File: src/rtl/fsp_pkg.sv
package fsp_pkg;

   // ---------------------------------------------------------------
   // Host command register map (word indices on the plain port)
   // ---------------------------------------------------------------
   localparam logic [3:0] REG_CTRL   = 4'h0;
   localparam logic [3:0] REG_ADDR   = 4'h1;
   localparam logic [3:0] REG_DATA   = 4'h2;
   localparam logic [3:0] REG_STATUS = 4'h3;
   localparam logic [3:0] REG_RDATA  = 4'h4;

   // CTRL field positions (a write with a nonzero op starts a job)
   localparam int CTRL_OP_LSB  = 0;  // 3-bit op code
   localparam int CTRL_HV_BIT  = 4;  // Reset pin to high voltage
   localparam int CTRL_WP_BIT  = 5;  // Write-protect pin level
   localparam int CTRL_SR_BIT  = 6;  // Secured-region mode wanted

   // STATUS field positions
   localparam int STS_BUSY_BIT = 0;
   localparam int STS_REF_BIT  = 1;  // Job refused
   localparam int STS_SR_BIT   = 2;  // Secured region mapped
   localparam int STS_GRP_LSB  = 8;  // Group of last address, 5 bits

   // Unlock, program, erase, reset and secured-region command words
   localparam logic [21:0] UNLK_ADDR1 = 22'h000555;
   localparam logic [21:0] UNLK_ADDR2 = 22'h0002aa;
   localparam logic [15:0] UNLK_DATA1 = 16'h00aa;
   localparam logic [15:0] UNLK_DATA2 = 16'h0055;
   localparam logic [15:0] CMD_PROG   = 16'h00a0;
   localparam logic [15:0] CMD_ERASE1 = 16'h0080;
   localparam logic [15:0] CMD_SECERS = 16'h0030;
   localparam logic [15:0] CMD_SR_IN  = 16'h0088;
   localparam logic [15:0] CMD_SR_OUT = 16'h0090;
   localparam logic [15:0] CMD_SR_OX  = 16'h0000;
   localparam logic [15:0] CMD_RESET  = 16'h00f0;

   // Group select bits of the word address
   localparam int GRP_MSB = 21;
   localparam int GRP_LSB = 17;
   localparam logic [4:0] GRP_FIRST = 5'h00;
   localparam logic [4:0] GRP_LAST  = 5'h1f;

   // Bus timing: clock period, write strobe low time and read access
   localparam int CLK_NS    = 10;
   localparam int TWP_NS    = 35;
   localparam int TACC_NS   = 90;
   localparam int TWP_CYC   = (TWP_NS + CLK_NS - 1) / CLK_NS;
   localparam int TACC_CYC  = (TACC_NS + CLK_NS - 1) / CLK_NS;

   typedef enum logic [2:0] {
      OP_NONE, OP_READ, OP_PROG, OP_SECERASE, OP_SR_ENTER,
      OP_SR_EXIT, OP_RESET
   } fsp_op_t;

   typedef enum logic [2:0] {
      ST_IDLE, ST_SETUP, ST_STROBE, ST_GAP, ST_READ, ST_DONE
   } fsp_state_t;

   // Flash pins as seen from the controller
   typedef struct packed {
      logic [21:0] addr;
      logic [15:0] dout;
      logic        doutEn;
      logic        ceN;
      logic        oeN;
      logic        weN;
      logic        wpN;
      logic        rstHv;
   } fsp_pins_t;

   typedef struct packed {
      fsp_state_t  state;
      fsp_op_t     op;
      logic [2:0]  step;
      logic [3:0]  cnt;
      logic [21:0] addr;
      logic [15:0] data;
      logic [15:0] rdata;
      logic [31:0] rdOut;
      logic        refused;
      logic        srMode;
      logic        hvReq;
      logic        wpLevel;
      logic        srWanted;
      logic [15:0] dqS1;
      logic [15:0] dqS2;
      logic [15:0] dqS3;
      fsp_pins_t   pins;
   } fsp_state_s_t;

endpackage

File: src/rtl/fsp_host_ctrl.sv
// Implementation choices: the register addresses and the plain strobed port.
`timescale 1ns/10ps
module fsp_host_ctrl #(
   parameter bit WP_GUARDS_TOP = 1'b0  // Guarded sector at top of array
) (
   input  wire logic                clk,      // 100 MHz clock
   input  wire logic                rst_n,    // Async reset, active low
   input  wire logic [3:0]          regAddr,  // Register word index
   input  wire logic [31:0]         regWdata, // Register write data
   input  wire logic                regWr,    // Write strobe
   input  wire logic                regRd,    // Read strobe
   output logic      [31:0]         regRdata, // Read data, next cycle
   input  wire logic [15:0]         dqIn,     // Flash data pins in
   output fsp_pkg::fsp_pins_t       flash,    // Flash pin drive
   output logic                     groupLocked // Address in guarded sector while write-protect low
);

   fsp_pkg::fsp_state_s_t s_r, s_nxt;
   logic [4:0]  grpSel;
   logic        guarded;
   logic        wrCmd;
   logic [21:0] seqAddr;
   logic [15:0] seqData;
   logic [2:0]  seqLen;

   initial begin
      if (fsp_pkg::TWP_CYC < 1 || fsp_pkg::TWP_CYC > 15)
         $error("Write strobe width out of counter range");
   end

   // ---------------------------------------------------------------
   // Command sequences
   // ---------------------------------------------------------------
   assign grpSel = s_r.addr[fsp_pkg::GRP_MSB:fsp_pkg::GRP_LSB];
   assign guarded = (grpSel == (WP_GUARDS_TOP ? fsp_pkg::GRP_LAST
                                              : fsp_pkg::GRP_FIRST));
   assign groupLocked = guarded & ~s_r.wpLevel;
   assign wrCmd = (s_r.op == fsp_pkg::OP_PROG)
                | (s_r.op == fsp_pkg::OP_SECERASE);

   always_comb begin
      seqLen  = 3'd1;
      seqAddr = fsp_pkg::UNLK_ADDR1;
      seqData = fsp_pkg::CMD_RESET;
      case (s_r.op)
         fsp_pkg::OP_PROG, fsp_pkg::OP_SR_ENTER: begin
            seqLen = (s_r.op == fsp_pkg::OP_PROG) ? 3'd4 : 3'd3;
            case (s_r.step)
               3'd0: seqData = fsp_pkg::UNLK_DATA1;
               3'd1: begin
                  seqAddr = fsp_pkg::UNLK_ADDR2;
                  seqData = fsp_pkg::UNLK_DATA2;
               end
               3'd2: seqData = (s_r.op == fsp_pkg::OP_PROG)
                               ? fsp_pkg::CMD_PROG : fsp_pkg::CMD_SR_IN;
               default: begin
                  seqAddr = s_r.addr;
                  seqData = s_r.data;
               end
            endcase
         end
         fsp_pkg::OP_SECERASE: begin
            seqLen = 3'd6;
            case (s_r.step)
               3'd0, 3'd3: seqData = fsp_pkg::UNLK_DATA1;
               3'd1, 3'd4: begin
                  seqAddr = fsp_pkg::UNLK_ADDR2;
                  seqData = fsp_pkg::UNLK_DATA2;
               end
               3'd2: seqData = fsp_pkg::CMD_ERASE1;
               default: begin
                  seqAddr = s_r.addr;
                  seqData = fsp_pkg::CMD_SECERS;
               end
            endcase
         end
         fsp_pkg::OP_SR_EXIT: begin
            seqLen = 3'd4;
            case (s_r.step)
               3'd0: seqData = fsp_pkg::UNLK_DATA1;
               3'd1: begin
                  seqAddr = fsp_pkg::UNLK_ADDR2;
                  seqData = fsp_pkg::UNLK_DATA2;
               end
               3'd2: seqData = fsp_pkg::CMD_SR_OUT;
               default: seqData = fsp_pkg::CMD_SR_OX;
            endcase
         end
         default: begin
            seqLen  = 3'd1;
            seqAddr = fsp_pkg::UNLK_ADDR1;
            seqData = fsp_pkg::CMD_RESET;
         end
      endcase
   end

   // ---------------------------------------------------------------
   // Sequencer and register file
   // ---------------------------------------------------------------
   always_comb begin
      s_nxt = s_r;
      s_nxt.dqS1 = dqIn;
      s_nxt.dqS2 = s_r.dqS1;
      s_nxt.dqS3 = s_r.dqS2;
      s_nxt.rdOut = 32'h0000_0000;
      s_nxt.pins.wpN  = s_r.wpLevel;
      s_nxt.pins.rstHv = s_r.hvReq;
      if (regRd) begin
         case (regAddr)
            fsp_pkg::REG_CTRL:
               s_nxt.rdOut = {25'h0, s_r.srWanted, s_r.wpLevel, s_r.hvReq,
                              1'b0, s_r.op};
            fsp_pkg::REG_ADDR:   s_nxt.rdOut = {10'h0, s_r.addr};
            fsp_pkg::REG_DATA:   s_nxt.rdOut = {16'h0, s_r.data};
            fsp_pkg::REG_STATUS:
               s_nxt.rdOut = {19'h0, grpSel, 5'h0, s_r.srMode, s_r.refused,
                              (s_r.state != fsp_pkg::ST_IDLE)};
            fsp_pkg::REG_RDATA:  s_nxt.rdOut = {16'h0, s_r.rdata};
            default:             s_nxt.rdOut = 32'h0000_0000;
         endcase
      end
      if (regWr && s_r.state == fsp_pkg::ST_IDLE) begin
         case (regAddr)
            fsp_pkg::REG_ADDR: s_nxt.addr = regWdata[21:0];
            fsp_pkg::REG_DATA: s_nxt.data = regWdata[15:0];
            fsp_pkg::REG_CTRL: begin
               s_nxt.hvReq    = regWdata[fsp_pkg::CTRL_HV_BIT];
               s_nxt.wpLevel  = regWdata[fsp_pkg::CTRL_WP_BIT];
               s_nxt.srWanted = regWdata[fsp_pkg::CTRL_SR_BIT];
               // Pins move with the flags, so lock flag never leads pin
               s_nxt.pins.wpN   = regWdata[fsp_pkg::CTRL_WP_BIT];
               s_nxt.pins.rstHv = regWdata[fsp_pkg::CTRL_HV_BIT];
               // No group unprotect op, so protect-first order holds
               s_nxt.op = fsp_pkg::fsp_op_t'(regWdata[2:0]);
               if (regWdata[2:0] != 3'd0) begin
                  s_nxt.state   = fsp_pkg::ST_SETUP;
                  s_nxt.step    = 3'd0;
                  s_nxt.refused = 1'b0;
               end
            end
            default: ;
         endcase
      end
      case (s_r.state)
         fsp_pkg::ST_IDLE: ;
         fsp_pkg::ST_SETUP: begin
            // Guarded sector is not bothered while write-protect low, outside secured-region mode
            if (wrCmd && groupLocked && !s_r.srMode) begin
               s_nxt.refused = 1'b1;
               s_nxt.state   = fsp_pkg::ST_DONE;
            end else if (s_r.op == fsp_pkg::OP_READ) begin
               s_nxt.pins.addr = s_r.addr;
               s_nxt.pins.ceN  = 1'b0;
               s_nxt.pins.oeN  = 1'b0;
               s_nxt.pins.doutEn = 1'b0;
               s_nxt.cnt   = 4'(fsp_pkg::TACC_CYC);
               s_nxt.state = fsp_pkg::ST_READ;
            end else begin
               // Enable held high before strobes drop
               s_nxt.pins.oeN  = 1'b1;
               s_nxt.pins.addr = seqAddr;
               s_nxt.pins.dout = seqData;
               s_nxt.pins.doutEn = 1'b1;
               s_nxt.pins.ceN  = 1'b0;
               s_nxt.pins.weN  = 1'b0;
               // Width well above glitch filter
               s_nxt.cnt   = 4'(fsp_pkg::TWP_CYC);
               s_nxt.state = fsp_pkg::ST_STROBE;
            end
         end
         fsp_pkg::ST_STROBE: begin
            if (s_r.cnt > 4'h1) s_nxt.cnt = s_r.cnt - 4'h1;
            else begin
               s_nxt.pins.weN = 1'b1;
               s_nxt.pins.ceN = 1'b1;
               s_nxt.state = fsp_pkg::ST_GAP;
            end
         end
         fsp_pkg::ST_GAP: begin
            s_nxt.pins.doutEn = 1'b0;
            if (s_r.step + 3'd1 >= seqLen) s_nxt.state = fsp_pkg::ST_DONE;
            else begin
               s_nxt.step  = s_r.step + 3'd1;
               s_nxt.state = fsp_pkg::ST_SETUP;
            end
            if (s_r.step + 3'd1 >= seqLen) begin
               if (s_r.op == fsp_pkg::OP_SR_ENTER) s_nxt.srMode = 1'b1;
               // Reset command keeps the mapping; only exit or rst_n low leaves it
               if (s_r.op == fsp_pkg::OP_SR_EXIT) s_nxt.srMode = 1'b0;
            end
         end
         fsp_pkg::ST_READ: begin
            if (s_r.cnt > 4'h1) s_nxt.cnt = s_r.cnt - 4'h1;
            else begin
               // Data sampled at end of access only if two late stages agree
               if (s_r.dqS2 == s_r.dqS3) s_nxt.rdata = s_r.dqS3;
               s_nxt.pins.oeN = 1'b1;
               s_nxt.pins.ceN = 1'b1;
               s_nxt.state = fsp_pkg::ST_DONE;
            end
         end
         fsp_pkg::ST_DONE: s_nxt.state = fsp_pkg::ST_IDLE;
         default: s_nxt.state = fsp_pkg::ST_IDLE;
      endcase
   end

   always_ff @(posedge clk or negedge rst_n) begin
      if (!rst_n) begin
         // Pins idle with strobes high so no command is taken
         s_r <= '{state: fsp_pkg::ST_IDLE, op: fsp_pkg::OP_NONE,
                  pins: '{addr: 22'h0, dout: 16'h0, doutEn: 1'b0,
                          ceN: 1'b1, oeN: 1'b1, weN: 1'b1, wpN: 1'b1,
                          rstHv: 1'b0},
                  wpLevel: 1'b1, default: '0};
      end else begin
         s_r <= s_nxt;
      end
   end

   assign regRdata = s_r.rdOut;
   assign flash    = s_r.pins;

endmodule

File: config.mk
export PLATFORM = sky130hd
export DESIGN_NAME = fsp_host_ctrl
export DESIGN_NICKNAME = d
export VERILOG_FILES = /design/src/rtl/fsp_pkg.sv /design/src/rtl/fsp_host_ctrl.sv
export SDC_FILE = /design/constraint.sdc
export NUM_CORES = 1
export LEC_CHECK = 0
export BUFFER_PORTS_ARGS = -buffer_cell sky130_fd_sc_hd__buf_2
export CAP_MARGIN = 25
export CORE_MARGIN = 5
export CORE_UTILIZATION = 61
export DETAILED_ROUTE_END_ITERATION = 7
export GPL_TIMING_DRIVEN = 0
export PLACE_DENSITY = 0.91
export SYNTH_ARGS = -nofsm -noshare
export SYNTH_HDL_FRONTEND = slang
export SYNTH_SLANG_ARGS = --single-unit
File: constraint.sdc
create_clock -name clk -period 5.35 [get_ports clk]
set_input_delay 1.3375 -clock clk [delete_from_list [all_inputs] [get_ports clk]]
set_output_delay 1.3375 -clock clk [all_outputs]
set_load 0.01 [all_outputs]
==> flow_summary.toml, run 1 <==
[status]
status = "complete, no violations"

[pwr]
power_density_mw_per_mm2 = 497
p_leak_nw = 4.78
ir_drop_v = 0.000308
p_total_mw = 4.89

[critical_path]
crit_type = "reg -> out"
regToRegSetupSlack_ns = 2.58
worstPathRequired_ns = 4.01
endpoint_kind = "output port"
slowest_stage = "or4_4"
cp-startpoint = "grpSel[1]$_DFFE_PN0P_"
rr_startpoint = "s_r[192]$_DFFE_PN0P_"
cp-endpoint = "groupLocked"
cp_cell_sequence = "or4_4, nor3_1, buf_2"
crit_arrival_ns = 2.10
crit_fanout = 5
ff2ff_path_depth = 10
critPathMaxStageDelay_ns = 0.60
crit_path_start_kind = "flip-flop"
r2r_end = "s_r[189]$_DFF_PN0_"

[detailed_routing]
routed_wl_um = 20800
drt_iter0_drc = 718
ant_nets = 0
num_vias = 6078
drcViolationCount = 0
viasPerCell = 5.78
wl_per_cell_um = 19.8
firstDrtPassIters = 6

[layout]
drive_gt1_share_pct = 37.6
fillCellCount = 869
multi_input_area_mm2 = 0.00291
final_util_pct = 73.9
seqCellArea_mm2 = 0.00466
nNetsFinal = 926
area_growth_pct = 18.0

[floorplan]
core_mm2 = 0.0133
io_pins = 133
dieArea_mm2 = 0.0161
fp-row-count = 42
die_w_um = 127
die_h_um = 127
initial_core_util_pct = 62.6

[timing]
post-route-min-period_ns = 3.44
finalSetupViolCount = 0
slew_headroom_pct = 33.0
skew_ns = 0.0100
setup-tns-final_ns = 0
finalCritPeriodShare_pct = 64.3
max_freq_mhz = 291
slew_violations = 0
worst_slew_pin_slew_ns = 1.00
worst_slack_ns = 1.91
finalHoldViolations = 0
rsz0062_at_grt = "false"

[clock_network]
clock_latency_ns = 0.43
post_cts.repair.setup_buffers = 0
clockBufferDepth = 2
clockRootBuffer = "clkbuf_16"
cts_made_buffers = 17
clock_sinks = 186
htree_num_levels = 4
cts_resized = 0
cts_hold_buf = 0
clkSlewWorstSetupHoldPaths_ns = 0.07
cts_tree = "built"

[global_routing]
grt_pass1_wl_um = 33100
globalRouteTotalUtil_pct = 26.7
overflow = 0
grt_antenna_before_repair = 3
grt_pass1_vias = 6191
grt_start_max_net_pins = 118

[synthesis]
synth_edf_count = 0
async_flop_share_pct = 100
yosysWarnings = 0
synth.avg_cell_area_um2 = 11.6
synth_cells = 718
yosysSeqAreaShare_pct = 56.0
synth_cell_types = 72
synthesis.area_mm2 = 0.00833
synthFlopType = "dfrtp_1"
ys_seq_elements = 186

[placed_design]
numPortBuffers = 112
hpwl_um = 14800
gp_congestion = 0.928
place_ws_ns = 2.15

[min_path]
hp-class = "reg -> reg"
hold_start = "s_nxt[64]$_DFF_PN0_"

[job]
cap_violations = 0
worst min path at each step:
| stage | cells after the start | end | slack, ns |
|---|---|---|---|
| after floorplan | 0 | s_nxt[44]$_DFF_PN0_ | 0.33 |
| after global placement | 0 | s_nxt[56]$_DFF_PN0_ | 0.33 |
| after detailed placement | 0 | s_nxt[52]$_DFF_PN0_ | 0.34 |
| after CTS | 0 | s_nxt[48]$_DFF_PN0_ | 0.35 |
| after global routing | 0 | s_nxt[55]$_DFF_PN0_ | 0.37 |
| final | 0 | s_nxt[48]$_DFF_PN0_ | 0.35 |
worst max-delay path, delay by kind of cell, from the launching register on:
| family | cells | cell delay [ns] |
|---|---|---|
| buffers and inverters | 1 | 0.22 |
| DFF | 1 | 0.45 |
| and+or+nand+nor | 2 | 0.99 |
routing by layer:
layer  share of wire (%)  GRT usage (%)  routed length [µm]  vias to the layer above
met5               0.034              0                   7                        -
met4                 3.4           11.5                 698                        2
met3                 8.0           6.81                1660                       63
met2                  50           43.7               10400                      281
met1                  39           33.9                8020                     2996
li1                    -              -                   -                     2736
power breakdown:
part	internal (mW)	switching, mW	total, mW
Combinational	0.679	0.801	1.48
Sequential	1.75	0.305	2.05
Clock	0.795	0.559	1.35
area by class of cell:
| cell class | count | share of cell area, % |
|---|---|---|
| Tap cell | 176 | 2.24 |
| Clock buffer | 18 | 4.37 |
| Clock inverter | 14 | 2.13 |
| Antenna cell | 2 | 0.0509 |
| Sequential cell | 186 | 47.4 |
| Inverter | 12 | 0.458 |
| Buffer | 110 | 7.64 |
| Timing Repair Buffer | 114 | 6.14 |
| Multi-Input combinational cell | 419 | 29.6 |
placed cells by master, fill, tap and decap left out, types with 3 or more instances in the layout:
master	n
conb_1	10
a31oi_1	6
bufinv_16	4
xor2_1	10
nand4_1	3
buf_4	76
o22ai_1	3
a222oi_1	16
buf_1	3
mux2_1	3
or2_2	7
ha_1	10
inv_1	12
inv_8	3
a221oi_1	8
clkbuf_1	15
nor2b_1	5
xnor2_1	9
nand2_1	79
dfstp_2	5
a22oi_1	3
a211oi_1	3
nand3_1	12
o31ai_1	3
o21ai_0	39
nand2b_1	7
buf_2	123
mux2i_1	4
a21oi_1	32
nor2_1	26
and3_1	7
dfrtp_1	181
clkbuf_16	17
buf_6	5
nor3_1	6
mux2_2	59
cell families after synthesis:
family                     share of synthesized area [%]
buffers and inverters                               9.56
AOI/OAI and AO/OA                                   11.0
muxes                                               8.86
and+or+nand+nor                                     11.0
adders and majority gates                           1.50
xor gates and xnor gates                            2.00
DFF                                                 56.0
other                                             0.0450
per-stage QoR:
stage	hold WS, ns	area (µm²)	instances
global route	0.367	9830	1051
global placement	0.332	9140	1015
detailed placement	0.337	9180	1016
CTS	0.349	9820	1048
finish	0.348	9830	1051
floorplan	0.331	8360	727
synth_stat cells, types with 12 or more instances:
master	instances	area share (%)
dfrtp_1	181	54
nand2_1	79	3.6
buf_4	76	6.9
mux2_2	59	8.0
o21ai_0	39	2.3
a21oi_1	32	1.9
nor2_1	26	1.2
a222oi_1	16	1.9
clkbuf_1	14	0.63
buf_2	12	0.72
inv_1	12	0.54
nand3_1	12	0.72
state kept, by name (all words and copies together) (netlist names):
| signal | flops |
|---|---|
| grpSel | 5 |
| regRdata | 22 |
| s_r | 83 |
| s_nxt | 32 |
| flash | 44 |
Power figures use the tool's default switching activity.
==> run 2: changes to the inputs <==
Settings changed: CORE_UTILIZATION 61 to 57, PLACE_DENSITY 0.91 to 0.86.
Clock period 5.35 ns to 3.3 ns, I/O delays scaled along.
==> run 2 against run 1 <==
Net effect: register-to-register slack got worse by 2.2 ns; cell count rose by 0.76%; largest cell class unchanged; critical path depth grew 7; global-route usage down 2.9 points; wire length shrank 6.0%.
==> flow_summary.toml, run 2 (synthesized netlist as in run 1, its figures left out) <==
[timing]
worst_slack_ns = 0.344
finalHoldViolations = 0
finalCritPeriodShare_pct = 89.6
finalSetupViolCount = 0
worst_slew_pin_slew_ns = 0.787
skew_ns = 0.00979
slew_violations = 0
max_freq_mhz = 338
rsz0062_at_grt = "false"
slew_headroom_pct = 47.1
post-route-min-period_ns = 2.96
setup-tns-final_ns = 0

[layout]
final_common_cell = "dfrtp_1"
fillCellCount = 1049
largest_register_ffs = 83
layout_common_cells = "181 x dfrtp_1, 124 x buf_2, 79 x nand2_1"
nNetsFinal = 926
area_growth_pct = 17.5
drive_gt1_share_pct = 37.5
largest-register = "s_r"

[floorplan]
fp-row-count = 44
die_w_um = 131
io_pins = 133
die_h_um = 131
dieArea_mm2 = 0.0171
core_mm2 = 0.0144
initial_core_util_pct = 57.7

[detailed_routing]
firstDrtPassIters = 6
routed_wl_um = 19500
ant_nets = 0
drcViolationCount = 0
wl_per_cell_um = 18.4
drt_iter0_drc = 757
num_vias = 6024
viasPerCell = 5.69

[pwr]
p_leak_nw = 4.75
power_density_mw_per_mm2 = 785
ir_drop_v = 0.000731
p_total_mw = 7.68

[global_routing]
grt_antenna_before_repair = 1
overflow = 0
grt_pass1_vias = 5815
grt_pass1_wl_um = 30800
grt_start_max_net_pins = 107
globalRouteTotalUtil_pct = 23.8

[job]
cap_violations = 0

[critical_path]
path_common_cell = "a21o_1"
critPathMaxStageDelay_ns = 0.57
cp_cell_sequence = "buf_2, nor2b_1, buf_1, a21oi_1, ha_1, nand2b_1, a21o_1, a21o_1, nor3_1, mux2i_1"
slowest_stage = "nor3_1"
crit_path_start_kind = "flip-flop"
crit_type = "reg -> reg"
endpoint_kind = "flip-flop"
worstPathRequired_ns = 3.66
crit_fanout = 10
crit_arrival_ns = 3.32

[clock_network]
cts_made_buffers = 17
htree_num_levels = 4
clock_latency_ns = 0.44
clockBufferDepth = 2
cts_resized = 0
clkSlewWorstSetupHoldPaths_ns = 0.07
cts_hold_buf = 0
clockRootBuffer = "clkbuf_16"
cts_tree = "built"
clock_sinks = 186
post_cts.repair.setup_buffers = 0

[placed_design]
gp_congestion = 0.900
place_ws_ns = 0.379
numPortBuffers = 112
hpwl_um = 14100

[status]
status = "complete, no violations"

[min_path]
hp-class = "reg -> reg"
## run 2: cell count changes in the layout (fill, tap and decap cells not counted), sizes merged
cell    before  now
buf        209  210
bufinv       4    1
clkinv       3    4
diode        2    3
## run 2: where the power goes
group          internal [mW]  leakage [nW]  switching (mW)
registers               2.83          2.35           0.496
logic                   1.10          2.12            1.27
clock network           1.08         0.277           0.903
## run 2: cell type report
type / instances / area, µm² / share of cell area [%]
sequential: 186 / 4660 / 47.6
multi-input combinational: 419 / 2910 / 29.7
buffer: 110 / 751 / 7.67
timing repair buffer: 114 / 603 / 6.17
clock buffer: 19 / 443 / 4.53
tap: 184 / 230 / 2.35
clock inverter: 12 / 136 / 1.39
inverter: 12 / 45.0 / 0.460
antenna: 3 / 7.51 / 0.0767
## run 2: final timing paths
path	startpoint	endpoint	slack, ns	cells past startpoint
max	s_r[192]$_DFFE_PN0P_	s_r[189]$_DFF_PN0_	0.34	10
min reg2reg	s_nxt[61]$_DFF_PN0_	s_nxt[45]$_DFF_PN0_	0.35	0
max in group asynchronous	rst_n	flash[4]$_DFFE_PN1P_	2.04	2
min	s_nxt[61]$_DFF_PN0_	s_nxt[45]$_DFF_PN0_	0.35	0
min in group asynchronous	rst_n	s_r[46]$_DFF_PN0_	0.36	1
max reg2reg	s_r[192]$_DFFE_PN0P_	s_r[189]$_DFF_PN0_	0.34	10
## run 2: critical path: cells and delay by family (launching register included)
family                   cells  cell delay, ns
AND/OR/NAND/NOR              3            0.86
flip-flops                   1            0.34
multiplexers                 1            0.28
buffers and inverters        2            0.58
AO/OA/AOI/OAI                3            0.52
adder cells (fa/ha/maj)      1            0.29
## run 2: through the flow
stage	instances	utilization, %	instance area [µm²]	hold slack (ns)
floorplan	727	-	8360	0.331
global placement	1023	63.5	9150	0.332
detailed placement	1025	63.7	9200	0.335
CTS	1056	67.8	9770	0.349
global route	1056	67.8	9770	0.356
finish	1059	67.8	9780	0.348
## run 2: metal layers
layer  share of wire, %  global-route usage (%)  wire length [µm]
met3                8.6                    6.46              1680
met2                 48                    37.6              9420
met4                2.7                    9.13               534
met1                 40                    31.6              7860
met5              0.041                       0                 8
==> run 3: changes to the inputs <==
Settings changed: BUFFER_PORTS_ARGS -buffer_cell sky130_fd_sc_hd__buf_2 to -buffer_cell sky130_fd_sc_hd__clkbuf_2.
==> run 3 against run 2 <==
Net effect: worst hold slack got worse by 0.0023 ns; via count is 0.45% higher; clock power increased by 3%; first-iteration DRC count fell by 1.7%; sequential power hardly changed; global-route usage grew 1.1 points; wire length rose by 4.0%; register-to-register slack better by 0.08 ns; fmax rose by 3.0%; combinational power hardly changed; clock skew about the same; clock-buffer cell count increased by 3; critical endpoint is now s_r[188]$_DFF_PN0_; highest routed layer unchanged.
==> flow_summary.toml, run 3 (synthesized netlist as in run 1, its figures left out) <==
[timing]
worst_slew_pin_slew_ns = 0.892
setup-tns-final_ns = 0
max_freq_mhz = 348
finalCritPeriodShare_pct = 87.0
finalSetupViolCount = 0
rsz0062_at_grt = "false"
post-route-min-period_ns = 2.87
slew_headroom_pct = 39.8
slew_violations = 0
skew_ns = 0.0102
finalHoldViolations = 0

[layout]
design_area_mm2 = 0.00980
fillCellCount = 1069
layout_common_cells = "181 x dfrtp_1, 111 x clkbuf_2, 79 x nand2_1"
drive_gt1_share_pct = 37.7
area_growth_pct = 17.7
largest_register_ffs = 83
largest-register = "s_r"
final_common_cell = "dfrtp_1"
final_cells = 1057
nNetsFinal = 926
final_util_pct = 67.9
antenna_cells = 0

[global_routing]
overflow = 0
grt_pass1_wl_um = 32100
globalRouteTotalUtil_pct = 24.9
grt_pass1_vias = 6010
grt_start_max_net_pins = 101
grt_antenna_before_repair = 3

[clock_network]
clkSlewWorstSetupHoldPaths_ns = 0.07
clockRootBuffer = "clkbuf_16"
cts_hold_buf = 0
cts_made_buffers = 17
clock_latency_ns = 0.43
post_cts.repair.setup_buffers = 0
clockBufferDepth = 2
htree_num_levels = 4
cts_tree = "built"
clock_sinks = 186
cts_resized = 0

[pwr]
power_density_mw_per_mm2 = 791
pwr-share-comb_pct = 30.9
p_total_mw = 7.76
switching_power_mw = 2.67
pwr-share-clk_pct = 26.1
switching_share_pct = 34.4
p_seq_share_pct = 43.0
ir_drop_v = 0.000436
p_int_mw = 5.09
p_leak_nw = 4.75

[critical_path]
critical_path.top_delay_family = "simple AND/OR/NAND/NOR gates"
worstPathRequired_ns = 3.64
path_common_cell = "a21o_1"
slowest_stage = "nor3_1"
critPathMaxStageDelay_ns = 0.50
endpoint_kind = "flip-flop"
critPathBufInv = 2
crit_path_start_kind = "flip-flop"
crit_arrival_ns = 3.21
crit_fanout = 10
crit_type = "reg -> reg"
cp_cell_sequence = "buf_2, nor2b_1, buf_1, a21oi_1, ha_1, nand2b_1, a21o_1, a21o_1, nor3_1, mux2i_1"

[detailed_routing]
drcViolationCount = 0
ant_nets = 0
routed_wl_um = 20300
wl_per_cell_um = 19.2
firstDrtPassIters = 5
viasPerCell = 5.72
drt_iter0_drc = 744
num_vias = 6051

[floorplan]
io_pins = 133
die_w_um = 131
die_h_um = 131
fp-row-count = 44
dieArea_mm2 = 0.0171
initial_core_util_pct = 57.7
core_mm2 = 0.0144

[placed_design]
numPortBuffers = 112
placed_area_mm2 = 0.00920
hpwl_um = 14700
placed_cells = 1025
gp_congestion = 0.921

[status]
status = "complete, no violations"

[job]
cap_violations = 0

[min_path]
hp-class = "reg -> reg"
[run 3: cell types whose count changed in the layout (fill, tap and decap cells not counted), moves of 2 or more]
cell / before / now
buf_2: 124 / 12
clkbuf_2: 0 / 111
clkbuf_8: 1 / 6
clkinv_2: 0 / 3
diode_2: 3 / 0
clkinv_4: 3 / 1
[run 3: layout make-up]
type                    instances  area, µm²  area share, %
clock buffers                  22        494           5.04
well taps                     184        230           2.35
multi-input cells             419       2910           29.6
repair buffers                114        608           6.20
flip-flops and latches        186       4660           47.6
plain buffers                 110        751           7.66
clock inverters                10        106           1.09
inverters                      12       45.0          0.460
[run 3: worst paths after layout]
check	endpoint	slack [ns]	start	cells after the start
hold / removal	s_nxt[46]$_DFF_PN0_	0.35	s_nxt[62]$_DFF_PN0_	0
setup / recovery	s_r[188]$_DFF_PN0_	0.43	s_r[192]$_DFFE_PN0P_	10
max in group asynchronous	flash[35]$_DFFE_PN0P_	1.94	rst_n	2
setup reg to reg	s_r[188]$_DFF_PN0_	0.43	s_r[192]$_DFFE_PN0P_	10
min in group asynchronous	flash[0]$_DFF_PN0_	0.46	rst_n	1
hold reg to reg	s_nxt[46]$_DFF_PN0_	0.35	s_nxt[62]$_DFF_PN0_	0
[run 3: layer usage]
| metal | vias up | wire length, µm | global-route usage (%) |
|---|---|---|---|
| met3 | 56 | 1730 | 5.61 |
| met4 | 6 | 523 | 8.23 |
| met2 | 312 | 10100 | 41.2 |
| met5 | - | 41 | 0 |
| met1 | 2941 | 7930 | 32.9 |
| li1 | 2736 | - | - |
[run 3: per-stage QoR]
step	hold slack [ns]	setup slack (ns)
detailed placement	0.335	0.400
floorplan	0.331	0.962
CTS	0.349	0.370
global route	0.354	0.234
finish	0.346	0.429
global placement	0.333	-1.91
[run 3: power by group through the flow]
stage	Clock (mW)	Sequential [mW]	Combinational, mW
floorplan	0	3.14	1.72
global placement	0	3.32	2.30
detailed placement	0	3.34	2.36
CTS	2.04	3.31	2.38
global route	2.15	3.38	2.65
finish	2.03	3.34	2.39
